### config.mk
export PLATFORM = sky130hd
export DESIGN_NAME = tft_bias_power_sequencer
export DESIGN_NICKNAME = d
export VERILOG_FILES = /design/src/design/bias_seq_pkg.sv /design/src/design/ms_tick_divider.sv /design/src/design/tft_bias_power_sequencer.sv
export SDC_FILE = /design/constraint.sdc
export NUM_CORES = 1
export LEC_CHECK = 0
export ABC_AREA = 0
export BUFFER_PORTS_ARGS = -buffer_cell sky130_fd_sc_hd__buf_2
export CAP_MARGIN = 5
export CORE_MARGIN = 1
export CORE_UTILIZATION = 64
export CTS_BUF_LIST = sky130_fd_sc_hd__clkbuf_4 sky130_fd_sc_hd__clkbuf_8
export CTS_CLUSTER_SIZE = 16
export DETAILED_ROUTE_END_ITERATION = 10
export HOLD_SLACK_MARGIN = 0.1
export PLACE_DENSITY_LB_ADDON = 0.3
export SETUP_SLACK_MARGIN = 0.3
export SYNTH_ARGS = -nofsm -noshare
export SYNTH_HDL_FRONTEND = slang
export SYNTH_SLANG_ARGS = --single-unit
### constraint.sdc
create_clock -name clock -period 8.6 [get_ports clock]
set_input_delay 1.29 -clock clock [delete_from_list [all_inputs] [get_ports clock]]
set_output_delay 1.29 -clock clock [all_outputs]
set_load 0.05 [all_outputs]
### src/design/bias_seq_pkg.sv
package bias_seq_pkg;

  // Register offsets
  localparam logic [7:0] PANEL_BIAS_CONFIG_OFS = 8'h07;
  localparam logic [7:0] STEP_TIMING_OFS       = 8'h08;
  localparam logic [7:0] ORDER_CONFIG_OFS      = 8'h09;

  // Field positions in panel_bias_config
  localparam int UNIPOLAR_SEL_BIT   = 0;
  localparam int RAIL_STATUS_LSB    = 4;

  // Field positions in step_timing, each gap 2 bits in ms
  localparam int STEP_GAP_A_LSB     = 0;
  localparam int STEP_GAP_B_LSB     = 2;
  localparam int STEP_GAP_C_LSB     = 4;
  localparam int STEP_GAP_W         = 2;

  // Field positions in order_config
  localparam int ORDER_SEL_LSB      = 0;
  localparam int ORDER_SEL_W        = 3;
  localparam int PF_THRESH_SEL_BIT  = 3;
  localparam int RAMP_SEL_LSB       = 4;
  localparam int RAMP_SEL_W         = 2;

  // Values after reset, and masks of the writable bits
  localparam logic [7:0] PANEL_BIAS_CONFIG_RST = 8'h00;
  localparam logic [7:0] STEP_TIMING_RST       = 8'h00;
  localparam logic [7:0] ORDER_CONFIG_RST      = 8'h02;
  localparam logic [7:0] PANEL_BIAS_WR_MASK    = 8'h01;
  localparam logic [7:0] ORDER_CONFIG_WR_MASK  = 8'h3f;

  // Nonvolatile image layout
  localparam int NV_W              = 25;
  localparam int NV_PANEL_LSB      = 0;
  localparam int NV_TIMING_LSB     = 8;
  localparam int NV_ORDER_LSB      = 16;
  localparam int NV_AUTORUN_BIT    = 24;

  // Rail positions in the enable vector
  localparam int RAIL_POS = 0;
  localparam int RAIL_NEG = 1;
  localparam int RAIL_GL  = 2;
  localparam int RAIL_GH  = 3;

  // Timing
  localparam int CLOCK_PERIOD_NS      = 10;
  localparam int MS_IN_NS             = 1000000;
  localparam int MS_CYCLES            = MS_IN_NS / CLOCK_PERIOD_NS;
  localparam int CORE_OFF_DELAY_MS    = 200;
  localparam int DOWN_MIN_GAP_MS      = 1;
  localparam int ILIM_STEPS           = 8;

  // Sequencer states
  typedef enum logic [6:0] {
    ST_IDLE  = 7'b0000001,
    ST_BOOST = 7'b0000010,
    ST_UP    = 7'b0000100,
    ST_ON    = 7'b0001000,
    ST_DOWN  = 7'b0010000,
    ST_HOLD  = 7'b0100000,
    ST_SHUT  = 7'b1000000
  } seq_state_t;

endpackage

### src/design/ms_tick_divider.sv
`timescale 1ns/1ns
module ms_tick_divider #(
  parameter int CYCLES_PER_MS = 100000
) (
  input  wire logic clock,
  input  wire logic reset_n,
  output logic      ms_tick
);

  logic [31:0] count_q;

  // Free running divider, one pulse per millisecond
  always_ff @(posedge clock) begin
    if (!reset_n) begin
      count_q <= 32'h0;
      ms_tick <= 1'b0;
    end else if (count_q == 32'(CYCLES_PER_MS - 1)) begin
      count_q <= 32'h0;
      ms_tick <= 1'b1;
    end else begin
      count_q <= count_q + 32'h1;
      ms_tick <= 1'b0;
    end
  end

endmodule

### src/design/tft_bias_power_sequencer.sv
// Functional notes
// - Run only while main supply and core rail are above their lockouts.
// - Power-fail low when supply under threshold, until core rail drops out.
// - Threshold select bit: 0 gives 2.5 V default, 1 gives 2.4 V; storable.
// - Backlight works only when LED and driver supplies pass lockout.
// - Unipolar bit 1 leaves negative rail unused; 0 default is bipolar.
// - Positive rail current limit rises in eight steps, each 1/8 to 1/2 ms long as set by ramp select.
// - Gate-high and gate-low targets come from separate 6-bit fields.
// - Launch bit 1 enables the four rails in the selected order.
// - Stored autorun bit starts power-up when enable pin goes high.
// - Three-bit order select gives eight power-up orders, default 010.
// - Power-down is reverse order with gaps taken third, second, first.
// - Three step gaps in ms come from step timing; zero is fastest.
// - In unipolar mode the negative slot is kept but never turned on.
// - Backlight enabled once every bias rail is power-good.
// - Power-down ignores rail voltages; zero gaps still spaced by 1 ms.
// - Store command saves current sequence configuration to nonvolatile bits.
// - Enable-pin power-down turns core rail off 200 ms after, then shutdown.
// - Launch-bit power-down keeps core rail powered.
// - Boost rail comes up first; rails follow after its soft-start.
// - Enable pin high enables device, low leads to shutdown.
`timescale 1ns/1ns
module tft_bias_power_sequencer
  import bias_seq_pkg::*;
#(
  parameter int CYCLES_PER_MS = MS_CYCLES
) (
  input  wire logic              clock,
  input  wire logic              reset_n,
  input  wire logic [7:0]        reg_addr,
  input  wire logic [7:0]        reg_wdata,
  input  wire logic              reg_write,
  input  wire logic              reg_read,
  output logic      [7:0]        reg_rdata,
  input  wire logic              launch,
  input  wire logic              nv_store_cmd,
  input  wire logic [NV_W-1:0]   nv_image_in,
  output logic      [NV_W-1:0]   nv_image,
  input  wire logic              enable_pin,
  input  wire logic              main_supply_ok,
  input  wire logic              core_rail_ok,
  input  wire logic              main_below_2v5,
  input  wire logic              main_below_2v4,
  input  wire logic              led_supply_ok,
  input  wire logic              driver_supply_ok,
  input  wire logic              boost_soft_start_done,
  input  wire logic [3:0]        rail_power_good,
  input  wire logic [5:0]        gate_high_level_in,
  input  wire logic [5:0]        gate_low_level_in,
  output logic      [5:0]        gate_high_level,
  output logic      [5:0]        gate_low_level,
  output logic                   boost_rail_en,
  output logic      [3:0]        rail_en,
  output logic      [3:0]        pos_ilim_step,
  output logic                   core_rail_en,
  output logic                   backlight_en,
  output logic                   power_fail_o,
  output logic                   power_fail_oe,
  output logic                   seq_busy
);

  logic [7:0]      panel_bias_config_q;
  logic [7:0]      step_timing_q;
  logic [7:0]      order_config_q;
  logic [NV_W-1:0] nv_q;
  logic            nv_loaded_q;
  seq_state_t      state_q;
  logic [3:0]      en_q;
  logic [1:0]      step_q;
  logic [1:0]      dn_k_q;
  logic [7:0]      ms_cnt_q;
  logic            by_pin_q;
  logic            enable_pin_q;
  logic            autorun_q;
  logic            pf_q;
  logic            ms_tick;
  logic [31:0]     ramp_cnt_q;
  logic            pos_on_q;
  logic            bias_good_q;

  logic            run_ok;
  logic            start_req;
  logic            unipolar;
  logic [2:0]      order_sel;
  logic [1:0]      gap_a;
  logic [1:0]      gap_b;
  logic [1:0]      gap_c;
  logic [7:0]      up_target;
  logic [7:0]      dn_target;
  logic [1:0]      down_start;
  logic [31:0]     ramp_period;
  logic            pos_out;

  // Rails enabled at a given step for a given order
  function automatic logic [3:0] slot_mask(input logic [2:0] sel, input logic [1:0] idx);
    logic [15:0] tbl;
    tbl = 16'h0;
    unique case (sel)
      3'h0: tbl = 16'h8421;
      3'h1: tbl = 16'h4821;
      3'h2: tbl = 16'h8412;
      3'h3: tbl = 16'h4812;
      3'h4: tbl = 16'h8142;
      3'h5: tbl = 16'h1284;
      3'h6: tbl = 16'h0843;
      3'h7: tbl = 16'h0483;
    endcase
    return tbl[idx*4 +: 4];
  endfunction

  ms_tick_divider #(
    .CYCLES_PER_MS (CYCLES_PER_MS)
  ) u_ms_tick (
    .clock   (clock),
    .reset_n (reset_n),
    .ms_tick (ms_tick)
  );

  // Configuration fields
  assign unipolar  = panel_bias_config_q[UNIPOLAR_SEL_BIT];
  assign order_sel = order_config_q[ORDER_SEL_LSB +: ORDER_SEL_W];
  assign gap_a     = step_timing_q[STEP_GAP_A_LSB +: STEP_GAP_W];
  assign gap_b     = step_timing_q[STEP_GAP_B_LSB +: STEP_GAP_W];
  assign gap_c     = step_timing_q[STEP_GAP_C_LSB +: STEP_GAP_W];

  // Device alive and sequence request
  assign run_ok    = main_supply_ok & core_rail_ok;
  assign start_req = enable_pin & (launch | autorun_q);

  // Gap after each power-up step: a, b, c
  always_comb begin
    up_target = 8'h0;
    unique case (step_q)
      2'd0: up_target = {6'h0, gap_a};
      2'd1: up_target = {6'h0, gap_b};
      2'd2: up_target = {6'h0, gap_c};
      2'd3: up_target = 8'h0;
    endcase
  end

  // Gap after each power-down step: c, b, a, never under 1 ms
  always_comb begin
    dn_target = 8'h0;
    unique case (dn_k_q)
      2'd0: dn_target = {6'h0, gap_c};
      2'd1: dn_target = {6'h0, gap_b};
      2'd2: dn_target = {6'h0, gap_a};
      2'd3: dn_target = {6'h0, gap_a};
    endcase
    if (dn_target < 8'(DOWN_MIN_GAP_MS)) begin
      dn_target = 8'(DOWN_MIN_GAP_MS);
    end
  end

  // Skip an empty last slot so power-down starts at slot 2 at once; reverse gaps still begin with c
  assign down_start = (step_q == 2'd3 && slot_mask(order_sel, 2'd3) == 4'h0) ? 2'd2 : step_q;

  // Register writes and nonvolatile image
  always_ff @(posedge clock) begin
    if (!reset_n) begin
      nv_q                <= nv_image_in;
      nv_loaded_q         <= 1'b0;
      panel_bias_config_q <= PANEL_BIAS_CONFIG_RST;
      step_timing_q       <= STEP_TIMING_RST;
      order_config_q      <= ORDER_CONFIG_RST;
    end else if (!nv_loaded_q) begin
      // First cycle after release takes the stored configuration
      nv_loaded_q         <= 1'b1;
      panel_bias_config_q <= nv_q[NV_PANEL_LSB +: 8] & PANEL_BIAS_WR_MASK;
      step_timing_q       <= nv_q[NV_TIMING_LSB +: 8];
      order_config_q      <= nv_q[NV_ORDER_LSB +: 8] & ORDER_CONFIG_WR_MASK;
    end else begin
      if (reg_write && reg_addr == PANEL_BIAS_CONFIG_OFS) begin
        panel_bias_config_q <= reg_wdata & PANEL_BIAS_WR_MASK;
      end
      if (reg_write && reg_addr == STEP_TIMING_OFS) begin
        step_timing_q <= reg_wdata;
      end
      if (reg_write && reg_addr == ORDER_CONFIG_OFS) begin
        order_config_q <= reg_wdata & ORDER_CONFIG_WR_MASK;
      end
      if (nv_store_cmd) begin
        nv_q <= {launch, order_config_q, step_timing_q, panel_bias_config_q};
      end
    end
  end

  assign nv_image = nv_q;

  // Register reads, rail state shown in the upper config bits
  always_ff @(posedge clock) begin
    if (!reset_n) begin
      reg_rdata <= 8'h00;
    end else if (reg_read) begin
      unique case (reg_addr)
        PANEL_BIAS_CONFIG_OFS: reg_rdata <= {rail_en, panel_bias_config_q[3:0]};
        STEP_TIMING_OFS:       reg_rdata <= step_timing_q;
        ORDER_CONFIG_OFS:      reg_rdata <= order_config_q;
        default:               reg_rdata <= 8'h00;
      endcase
    end
  end

  // Autorun armed on rising enable pin; pin high at reset release counts as a rise
  always_ff @(posedge clock) begin
    if (!reset_n) begin
      enable_pin_q <= 1'b0;
      autorun_q    <= 1'b0;
    end else begin
      enable_pin_q <= enable_pin;
      if (!enable_pin) begin
        autorun_q <= 1'b0;
      end else if (!enable_pin_q && nv_q[NV_AUTORUN_BIT]) begin
        autorun_q <= 1'b1;
      end
    end
  end

  // Power-up and power-down sequencer
  always_ff @(posedge clock) begin
    if (!reset_n) begin
      state_q       <= ST_IDLE;
      en_q          <= 4'h0;
      step_q        <= 2'd0;
      dn_k_q        <= 2'd0;
      ms_cnt_q      <= 8'h0;
      by_pin_q      <= 1'b0;
      boost_rail_en <= 1'b0;
      core_rail_en  <= 1'b1;
    end else if (!run_ok) begin
      state_q       <= ST_IDLE;
      en_q          <= 4'h0;
      boost_rail_en <= 1'b0;
    end else begin
      if (ms_tick && ms_cnt_q != 8'hff) begin
        ms_cnt_q <= ms_cnt_q + 8'h1;
      end
      unique case (state_q)
        ST_IDLE: begin
          en_q          <= 4'h0;
          boost_rail_en <= 1'b0;
          if (!enable_pin) begin
            state_q  <= ST_HOLD;
            ms_cnt_q <= 8'h0;
          end else if (start_req && nv_loaded_q) begin
            state_q       <= ST_BOOST;
            boost_rail_en <= 1'b1;
          end
        end
        ST_BOOST: begin
          if (!start_req) begin
            state_q       <= ST_IDLE;
            boost_rail_en <= 1'b0;
          end else if (boost_soft_start_done) begin
            en_q     <= slot_mask(order_sel, 2'd0);
            step_q   <= 2'd0;
            ms_cnt_q <= 8'h0;
            state_q  <= ST_UP;
          end
        end
        ST_UP, ST_ON: begin
          if (!start_req) begin
            state_q  <= ST_DOWN;
            step_q   <= down_start;
            en_q     <= en_q & ~slot_mask(order_sel, down_start);
            dn_k_q   <= 2'd0;
            ms_cnt_q <= 8'h0;
            by_pin_q <= !enable_pin;
          end else if (state_q == ST_UP && ms_cnt_q >= up_target) begin
            if (step_q == 2'd3) begin
              state_q <= ST_ON;
            end else begin
              step_q   <= step_q + 2'd1;
              en_q     <= en_q | slot_mask(order_sel, step_q + 2'd1);
              ms_cnt_q <= 8'h0;
            end
          end
        end
        ST_DOWN: begin
          if (step_q == 2'd0) begin
            boost_rail_en <= 1'b0;
            ms_cnt_q      <= 8'h0;
            state_q       <= by_pin_q ? ST_HOLD : ST_IDLE;
          end else if (ms_cnt_q >= dn_target) begin
            step_q   <= step_q - 2'd1;
            en_q     <= en_q & ~slot_mask(order_sel, step_q - 2'd1);
            dn_k_q   <= dn_k_q + 2'd1;
            ms_cnt_q <= 8'h0;
          end
        end
        ST_HOLD: begin
          if (enable_pin) begin
            state_q <= ST_IDLE;
          end else if (ms_cnt_q >= 8'(CORE_OFF_DELAY_MS)) begin
            core_rail_en <= 1'b0;
            state_q      <= ST_SHUT;
          end
        end
        ST_SHUT: begin
          if (enable_pin) begin
            core_rail_en <= 1'b1;
            state_q      <= ST_IDLE;
          end
        end
      endcase
    end
  end

  // Negative rail slot kept but held off in unipolar mode
  always_comb begin
    rail_en           = en_q;
    rail_en[RAIL_NEG] = en_q[RAIL_NEG] & ~unipolar;
  end
  assign pos_out  = rail_en[RAIL_POS];
  assign seq_busy = (state_q == ST_BOOST) || (state_q == ST_UP) || (state_q == ST_DOWN);

  // Positive switch current limit ramp
  assign ramp_period = (32'(order_config_q[RAMP_SEL_LSB +: RAMP_SEL_W]) + 32'h1)
                       * 32'(CYCLES_PER_MS) / 32'(ILIM_STEPS);
  always_ff @(posedge clock) begin
    if (!reset_n) begin
      pos_on_q      <= 1'b0;
      ramp_cnt_q    <= 32'h0;
      pos_ilim_step <= 4'h0;
    end else begin
      pos_on_q <= pos_out;
      if (!pos_out) begin
        pos_ilim_step <= 4'h0;
        ramp_cnt_q    <= 32'h0;
      end else if (!pos_on_q) begin
        pos_ilim_step <= 4'h1;
        ramp_cnt_q    <= 32'h0;
      end else if (pos_ilim_step != 4'(ILIM_STEPS)) begin
        if (ramp_cnt_q + 32'h1 >= ramp_period) begin
          ramp_cnt_q    <= 32'h0;
          pos_ilim_step <= pos_ilim_step + 4'h1;
        end else begin
          ramp_cnt_q <= ramp_cnt_q + 32'h1;
        end
      end
    end
  end

  // Gate regulation targets and backlight enable
  always_ff @(posedge clock) begin
    if (!reset_n) begin
      gate_high_level <= 6'h00;
      gate_low_level  <= 6'h00;
      bias_good_q     <= 1'b0;
      backlight_en    <= 1'b0;
    end else begin
      gate_high_level <= gate_high_level_in;
      gate_low_level  <= gate_low_level_in;
      bias_good_q     <= (state_q == ST_ON) && rail_power_good[RAIL_POS]
                         && (unipolar || rail_power_good[RAIL_NEG])
                         && rail_power_good[RAIL_GL] && rail_power_good[RAIL_GH];
      backlight_en    <= bias_good_q && (state_q == ST_ON) && start_req
                         && led_supply_ok && driver_supply_ok;
    end
  end

  // Power-fail indicator, set wins over release
  always_ff @(posedge clock) begin
    if (!reset_n) begin
      pf_q <= 1'b0;
    end else if (core_rail_ok && (order_config_q[PF_THRESH_SEL_BIT] ? main_below_2v4
                                                                    : main_below_2v5)) begin
      pf_q <= 1'b1;
    end else if (!core_rail_ok || !(main_below_2v4 || main_below_2v5)) begin
      pf_q <= 1'b0;
    end
  end

  assign power_fail_o  = 1'b0;
  assign power_fail_oe = pf_q;

endmodule

-- Word-level counts from Yosys, hierarchy flattened
Memories as Yosys holds them, arrays and structs flattened. A register that Yosys moved wholly into a read port is not among the register bits.
Index checks and enable logic that the tools add are counted.
- add/sub/neg operators: 8
- multipliers: 1
- order comparisons: 5
- equality and inequality tests: 42
- shift-type cells: 3
- multiplexer cells: 100
- bitwise operators: 12
- reductions and logical operators: 52
- operators with widths (cell ; number):
    $mux 16 ; 15
    $mux 8 ; 12
    $mux 7 ; 11
    $mux 25 ; 3
    $add 32x1->32 const B ; 2
    $pmux 8 s4 ; 2
    $pmux 8 s3 ; 2
    $shiftx 16x5->4 ; 3
    $pmux 7 s6 ; 1
    $eq 32x17->1 const B ; 1
    $ge 32x17->1 ; 1
    $mux 32 ; 1
    $mux 3 ; 10
    $mux 4 ; 7
    $mux 2 ; 11
    $ne 2x2->1 const B ; 10
    $mux 6 ; 3
    $ne 3x3->1 const B ; 6
    $logic_and 1x1->1 ; 17
    $mux 1 ; 17
    $eq 8x4->1 const B ; 2
    $ge 8x8->1 ; 2
    $pmux 4 s4 ; 1
    $mul 3x12->15 const B ; 1
    other kinds (43) ; 82
- register bits: 162
- memory bits (read-only): 560
- input port bits: 71
- output and inout bits: 59
- word-level logic and storage cells: 255
- memories: 5
- memories (name ; depth ; bits a word ; rd ports ; clocked after Yosys merged registers in ; write ports ; line ; RTL):
    (name not given) ; 8 ; 14 ; 1 ; 1 ; 0 ; tft_bias_power_sequencer.sv:98 ; unique case (sel)
    (name not given) ; 8 ; 14 ; 1 ; 1 ; 0 ; tft_bias_power_sequencer.sv:98 ;
    (name not given) ; 8 ; 14 ; 1 ; 1 ; 0 ; tft_bias_power_sequencer.sv:98 ;
    (name not given) ; 8 ; 14 ; 1 ; 1 ; 0 ; tft_bias_power_sequencer.sv:98 ;
    (name not given) ; 8 ; 14 ; 1 ; 1 ; 0 ; tft_bias_power_sequencer.sv:98 ;

-- Depth between registers and ports, before layout
- word-level depth: 17
- mapped depth: 16
- gate-level depth less buffers: 15

-- Cells and area by module
A second synthesis with hierarchy kept.
- cells, all modules: 1040
- area total of the unflattened synthesis: 9460.3 um^2
- modules (own cells, without submodules) (module ; instances ; cells each ; area an instance (um^2) ; sequential area each (um^2)):
    tft_bias_power_sequencer ; 1 ; 862 ; 7936.4 ; 3072.9
    ms_tick_divider ; 1 ; 178 ; 1524.0 ; 660.6

-- Least setup slack after synthesis
OpenSTA, ideal clock, no wires.
- path type: input to register
- start: input port reg_addr[5]
- end: register with a tool-made name
- setup time: 0.122 ns
- arrival: 3.480 ns
- required time: 8.478 ns
- slack: 4.998 ns
- stages: 9
- path buffers: 1
- path through: or4_1 > nor4b_4 > and3_1 > buf_2 > mux2i_1 > a21oi_1 > or2_2 > inv_1 > ha_1
- RTL lines (what ; line ; RTL):
    start, declared ; tft_bias_power_sequencer.sv:30 ; input wire logic [7:0] reg_addr,

-- Worst setup path in the final report
- start: register order_config_q[4]
- end: register ramp_cnt_q[10]
- longest elaborated chain between the ends: 4
- ends and longest elaborated chain (what ; line ; RTL):
    start, declared ; tft_bias_power_sequencer.sv:64 ; logic [7:0] order_config_q;
    start signal, assigned ; tft_bias_power_sequencer.sv:171 ; order_config_q <= nv_q[NV_ORDER_LSB +: 8] & ORDER_CONFIG_WR_MASK;
    start signal, assigned ; tft_bias_power_sequencer.sv:180 ; order_config_q <= reg_wdata & ORDER_CONFIG_WR_MASK;
    $add 2x1->3 ; tft_bias_power_sequencer.sv:318 ; assign ramp_period = (32'(order_config_q[RAMP_SEL_LSB +: RAMP_SEL_W]) + 32'h1)
    $mul 3x12->15 ; tft_bias_power_sequencer.sv:319 ; * 32'(CYCLES_PER_MS) / 32'(ILIM_STEPS);
    $ge 32x17->1 ; tft_bias_power_sequencer.sv:334 ; if (ramp_cnt_q + 32'h1 >= ramp_period) begin
    $mux 32 ; tft_bias_power_sequencer.sv:334 ;
    end signal, assigned ; tft_bias_power_sequencer.sv:338 ; ramp_cnt_q <= ramp_cnt_q + 32'h1;
    end, declared ; tft_bias_power_sequencer.sv:77 ; logic [31:0] ramp_cnt_q;
No other way between the ends.
A chain may end at the register's enable or synchronous reset.

==> run summary <==
The synthesized design spends more area on one cell type than any other, namely sky130_fd_sc_hd__dfxtp_1. The final count of negative-setup-slack endpoints was 0. Cell occurring most often along the worst timing path: sky130_fd_sc_hd__ha_1. After detailed routing, the average wire length per cell comes to 16.3 um.

The run gives 0 as the initial antenna violation count. By area, the combinational part of the netlist is dominated by simple AND/OR/NAND/NOR gates. In this run the static leakage power is 0.00410 uW. Data arrives at the worst endpoint at 4490 ps. The largest stage delay on the critical path is 590 ps.

The library cell used most frequently in the layout, excluding fill and tap cells, is sky130_fd_sc_hd__dfxtp_1. STA puts the critical path data required time at 8970 ps. Summing the areas of all xor and xnor instances in the mapped netlist gives 5.64% of the synthesized area. The flow ran to the end, and the final reports show no timing, DRC or antenna violations. The total routed wirelength was 21600 um. Detailed placement ended at an HPWL of 15300 um. The simple-gate share of the synthesized area is 24.7%. The global placer's final weighted congestion was 0.927.

The normalized max-slew margin is 20.8%, and the total power per unit cell area is 162 nW/um^2. The logs give 58 for the pin count of the biggest net entering global routing and 2 for the maximum buffer depth of the clock tree. The tree is rooted in a sky130_fd_sc_hd__clkbuf_8. Slowest stage cell on the critical path: sky130_fd_sc_hd__dfxtp_1.

The internal power consumption is 1210 uW, and the die boundary width is 122 um. The top cell types in the final layout, fill and taps aside, are sky130_fd_sc_hd__dfxtp_1, sky130_fd_sc_hd__buf_2, sky130_fd_sc_hd__nor2_1. After the flow finishes, the layout carries non-filler instances totaling 1329. The tools report the warning count from the yosys run as 0. After floorplanning, the core was sized to cover 13900 um^2. The run gives 1297 as the cell count after placement. Clock skew on the completed layout was measured at 11.5 ps.

Leading register cell type out of synthesis: sky130_fd_sc_hd__dfxtp_1. The number of failing hold endpoints at the final stage is 0. For the total inserted antenna cells, the log shows 0. The final routed DRC violation total is 0. Synthesis produced 1036 cells. Setup slack closes at 4480 ps. The critical path is of the reg -> reg type. The post-CTS setup buffer count was 0. In this run the core area contains 43 standard-cell rows. The area growth from synthesis to layout is 11.9%.

The logs give 453 uW for the switching power summed over all nets and 7 for the first-pass iteration count of the detailed router. The total of buffers placed on input and output ports is 128, and the unique cell type count in the Yosys netlist is 75. Adding up every negative setup slack in the final design gives 0 ps. In this run the remaining antenna-violating nets after routing total 0. The wire length of the first global-routing pass is 35200 um, and the count of nets after finishing is 1247.

For this block, the via count after detailed routing is 7994. Traced cell by cell, the critical path runs through inv_1, ha_1, xnor2_1, ha_1, xnor2_1, ha_1, o21a_1, a21oi_1, o21ai_0, a211oi_1, o32ai_1, nor4_4, buf_4, nand3_1, a21oi_1. For this run the aggregate overflow at the end of global routing stands at 0. The via count of the first global-routing pass is 7409, and the average cell area after synthesis is 8.84 um^2.

The die covers 14800 um^2. For the number of top-level pins, the log shows 130. Net switching is 27.2% of the power. Setup repair after global routing left no endpoint under its margin. In this run, the number of DRC markers left after iteration 0 of detailed routing was 835. The synthesized design devotes to its leading area cell type 32.6% of total area. For the number of cells upsized or downsized after cts, the log shows 0. The worst slack after detailed placement came out at 4580 ps. The sequential cell area is 3730 um^2.

After clock tree synthesis, the clock-pin slew on the worst setup and hold paths is 90 ps. The final-report max-slew violation count came out at 0. TritonCTS built the clock tree. The clock network accounts for 35.6% of the total power. For the pin with the worst max-slew slack, the measured transition is 1190 ps. Measured along the y axis, the die boundary spans 122 um.

The area share of fa/ha/maj cells after synthesis is 5.46%, and the register area share after synthesis is 40.8%. For the number of buffers created by CTS, the log shows 17. The run gives 11.7% as the fraction of power consumed by combinational cells.

The final critical path takes up 48.0% of the cycle. For this design, the sink count on the clock tree is 174. For this configuration, the core starts out at a cell density of 65.7%.

The synthesized-area fraction occupied by ao, oa, aoi and oai cells was 13.3%; the number of nets produced by synthesis was 1147. By area the synthesized netlist is led by sky130_fd_sc_hd__dfxtp_1, sky130_fd_sc_hd__edfxtp_1, sky130_fd_sc_hd__ha_1. The tools report the post-synthesis instance area as 9160 um^2. Worst voltage drop across the vdd grid: 0.133 mV.

In this run the worst path has a maximum fanout of 23. The tool flagged a number of max-cap violations equal to 0. Registers are responsible for 52.7% of the overall power. The fraction of synthesis flops using an asynchronous set or reset pin came out at 0%. The kind of launch point of the worst setup path was a flip-flop. The fmax was 242 MHz; the share of post-route cells with drive strength above 1 was 18.5%.

The count of flip-flops with a built-in enable after synthesis was 25; the fill cell instance count of the final layout was 1057. The logs give 460 ps for the clock insertion delay at the later pin of the skew report and 4 for the level count of the clock H-tree. The clock period minus final worst setup slack was 4120 ps.

The number of synthesized register bits is 174. The path class of the tightest hold or removal check is reg -> reg. The tools report the category of the worst setup path capture point as a flip-flop. The mux contribution to synthesized area is 6.11%, and the number of hold buffers added after cts is 0. The via count normalized by instance count was 6.02; the total area of multi-input combinational cells was 5070 um^2. For the global router's overall resource usage, the log shows 30.2%.
==> path summary, 6_finish.rpt <==
kind,from,to,slack [ps],depth (start not counted)
max,order_config_q[4],ramp_cnt_q[10],4480,15
max reg2reg,order_config_q[4],ramp_cnt_q[10],4480,15
min reg2reg,u_ms_tick.count_q[0],u_ms_tick.count_q[0],470,1
min,u_ms_tick.count_q[0],u_ms_tick.count_q[0],470,1
==> per-stage QoR <==
| stage | cell area [um^2] | power, uW | util (%) | hold WS, ps |
|---|---|---|---|---|
| CTS | 10200 | 1670 | 73.6 | 478 |
| global placement | 9840 | 1080 | 70.6 | 439 |
| floorplan | 9160 | 1020 | - | 412 |
| global route | 10200 | 1730 | 73.6 | 490 |
| detailed placement | 9840 | 1090 | 70.6 | 459 |
| finish | 10200 | 1660 | 73.6 | 474 |
==> per-layer routing <==
metal / up-vias / wire [um] / share of wire [%] / track usage, %
met1: 3700 / 9420 / 44 / 39.8
met4: 0 / 320 / 1.5 / 9.72
li1: 3893 / - / - / -
met3: 30 / 1790 / 8.3 / 5.66
met2: 371 / 10100 / 47 / 50.0
met5: - / 0 / 0 / 0
==> flip-flops by register name, summed over array words and instances, names as in the netlist, 2 cells and up, named ones only <==
signal and cells:
ramp_cnt_q 32, u_ms_tick.count_q 32, nv_image 25, ms_cnt_q 8, reg_rdata 8, step_timing_q 8, state_q 7, gate_high_level 6
gate_low_level 6, order_config_q 6, en_q 4, pos_ilim_step 4, dn_k_q 2, step_q 2
==> Yosys cell counts (all sizes together) (25+ instances only) <==
| cell | n |
|---|---|
| and3 | 34 |
| edfxtp | 25 |
| nand3 | 53 |
| o21ai | 30 |
| ha | 40 |
| inv | 34 |
| xor2 | 34 |
| dfxtp | 149 |
| clkbuf | 37 |
| nand2 | 88 |
| a21oi | 66 |
| xnor2 | 25 |
| nor2 | 116 |
==> cell type report <==
cell class / instances / share of cell area, %
Sequential cell: 174 / 36.4
Timing Repair Buffer: 134 / 6.69
Clock inverter: 14 / 1.61
Clock buffer: 18 / 2.36
Tap cell: 180 / 2.20
Multi-Input combinational cell: 775 / 49.5
Inverter: 34 / 1.25
==> worst max-delay path, delay by kind of cell (launching register included) <==
family          cells  cell delay (ps)
compound gates      6              990
xor+xnor            2              430
fa+ha+maj           3              940
buf+inv             2              510
flops               1              590
simple gates        2              560
==> cell families (layout without fill, tap and decap cells) <==
family                     after synthesis  in the layout
adders and majority gates               40             40
AOI/OAI and AO/OA                      189            189
DFF                                    174            174
xor gates and xnor gates                59             59
buffers and inverters                   87            200
muxes                                   48             48
and+or+nand+nor                        438            438
other                                    1              1
==> power by group through the flow <==
| stage | logic (uW) | clock network [uW] | registers (uW) |
|---|---|---|---|
| final | 194 | 592 | 876 |
| after global routing | 210 | 636 | 879 |
| after CTS | 195 | 598 | 875 |
| after detailed placement | 194 | 0 | 893 |
| after global placement | 189 | 0 | 892 |
| after floorplan | 87.6 | 0 | 937 |
Power figures use the tool's default switching activity.
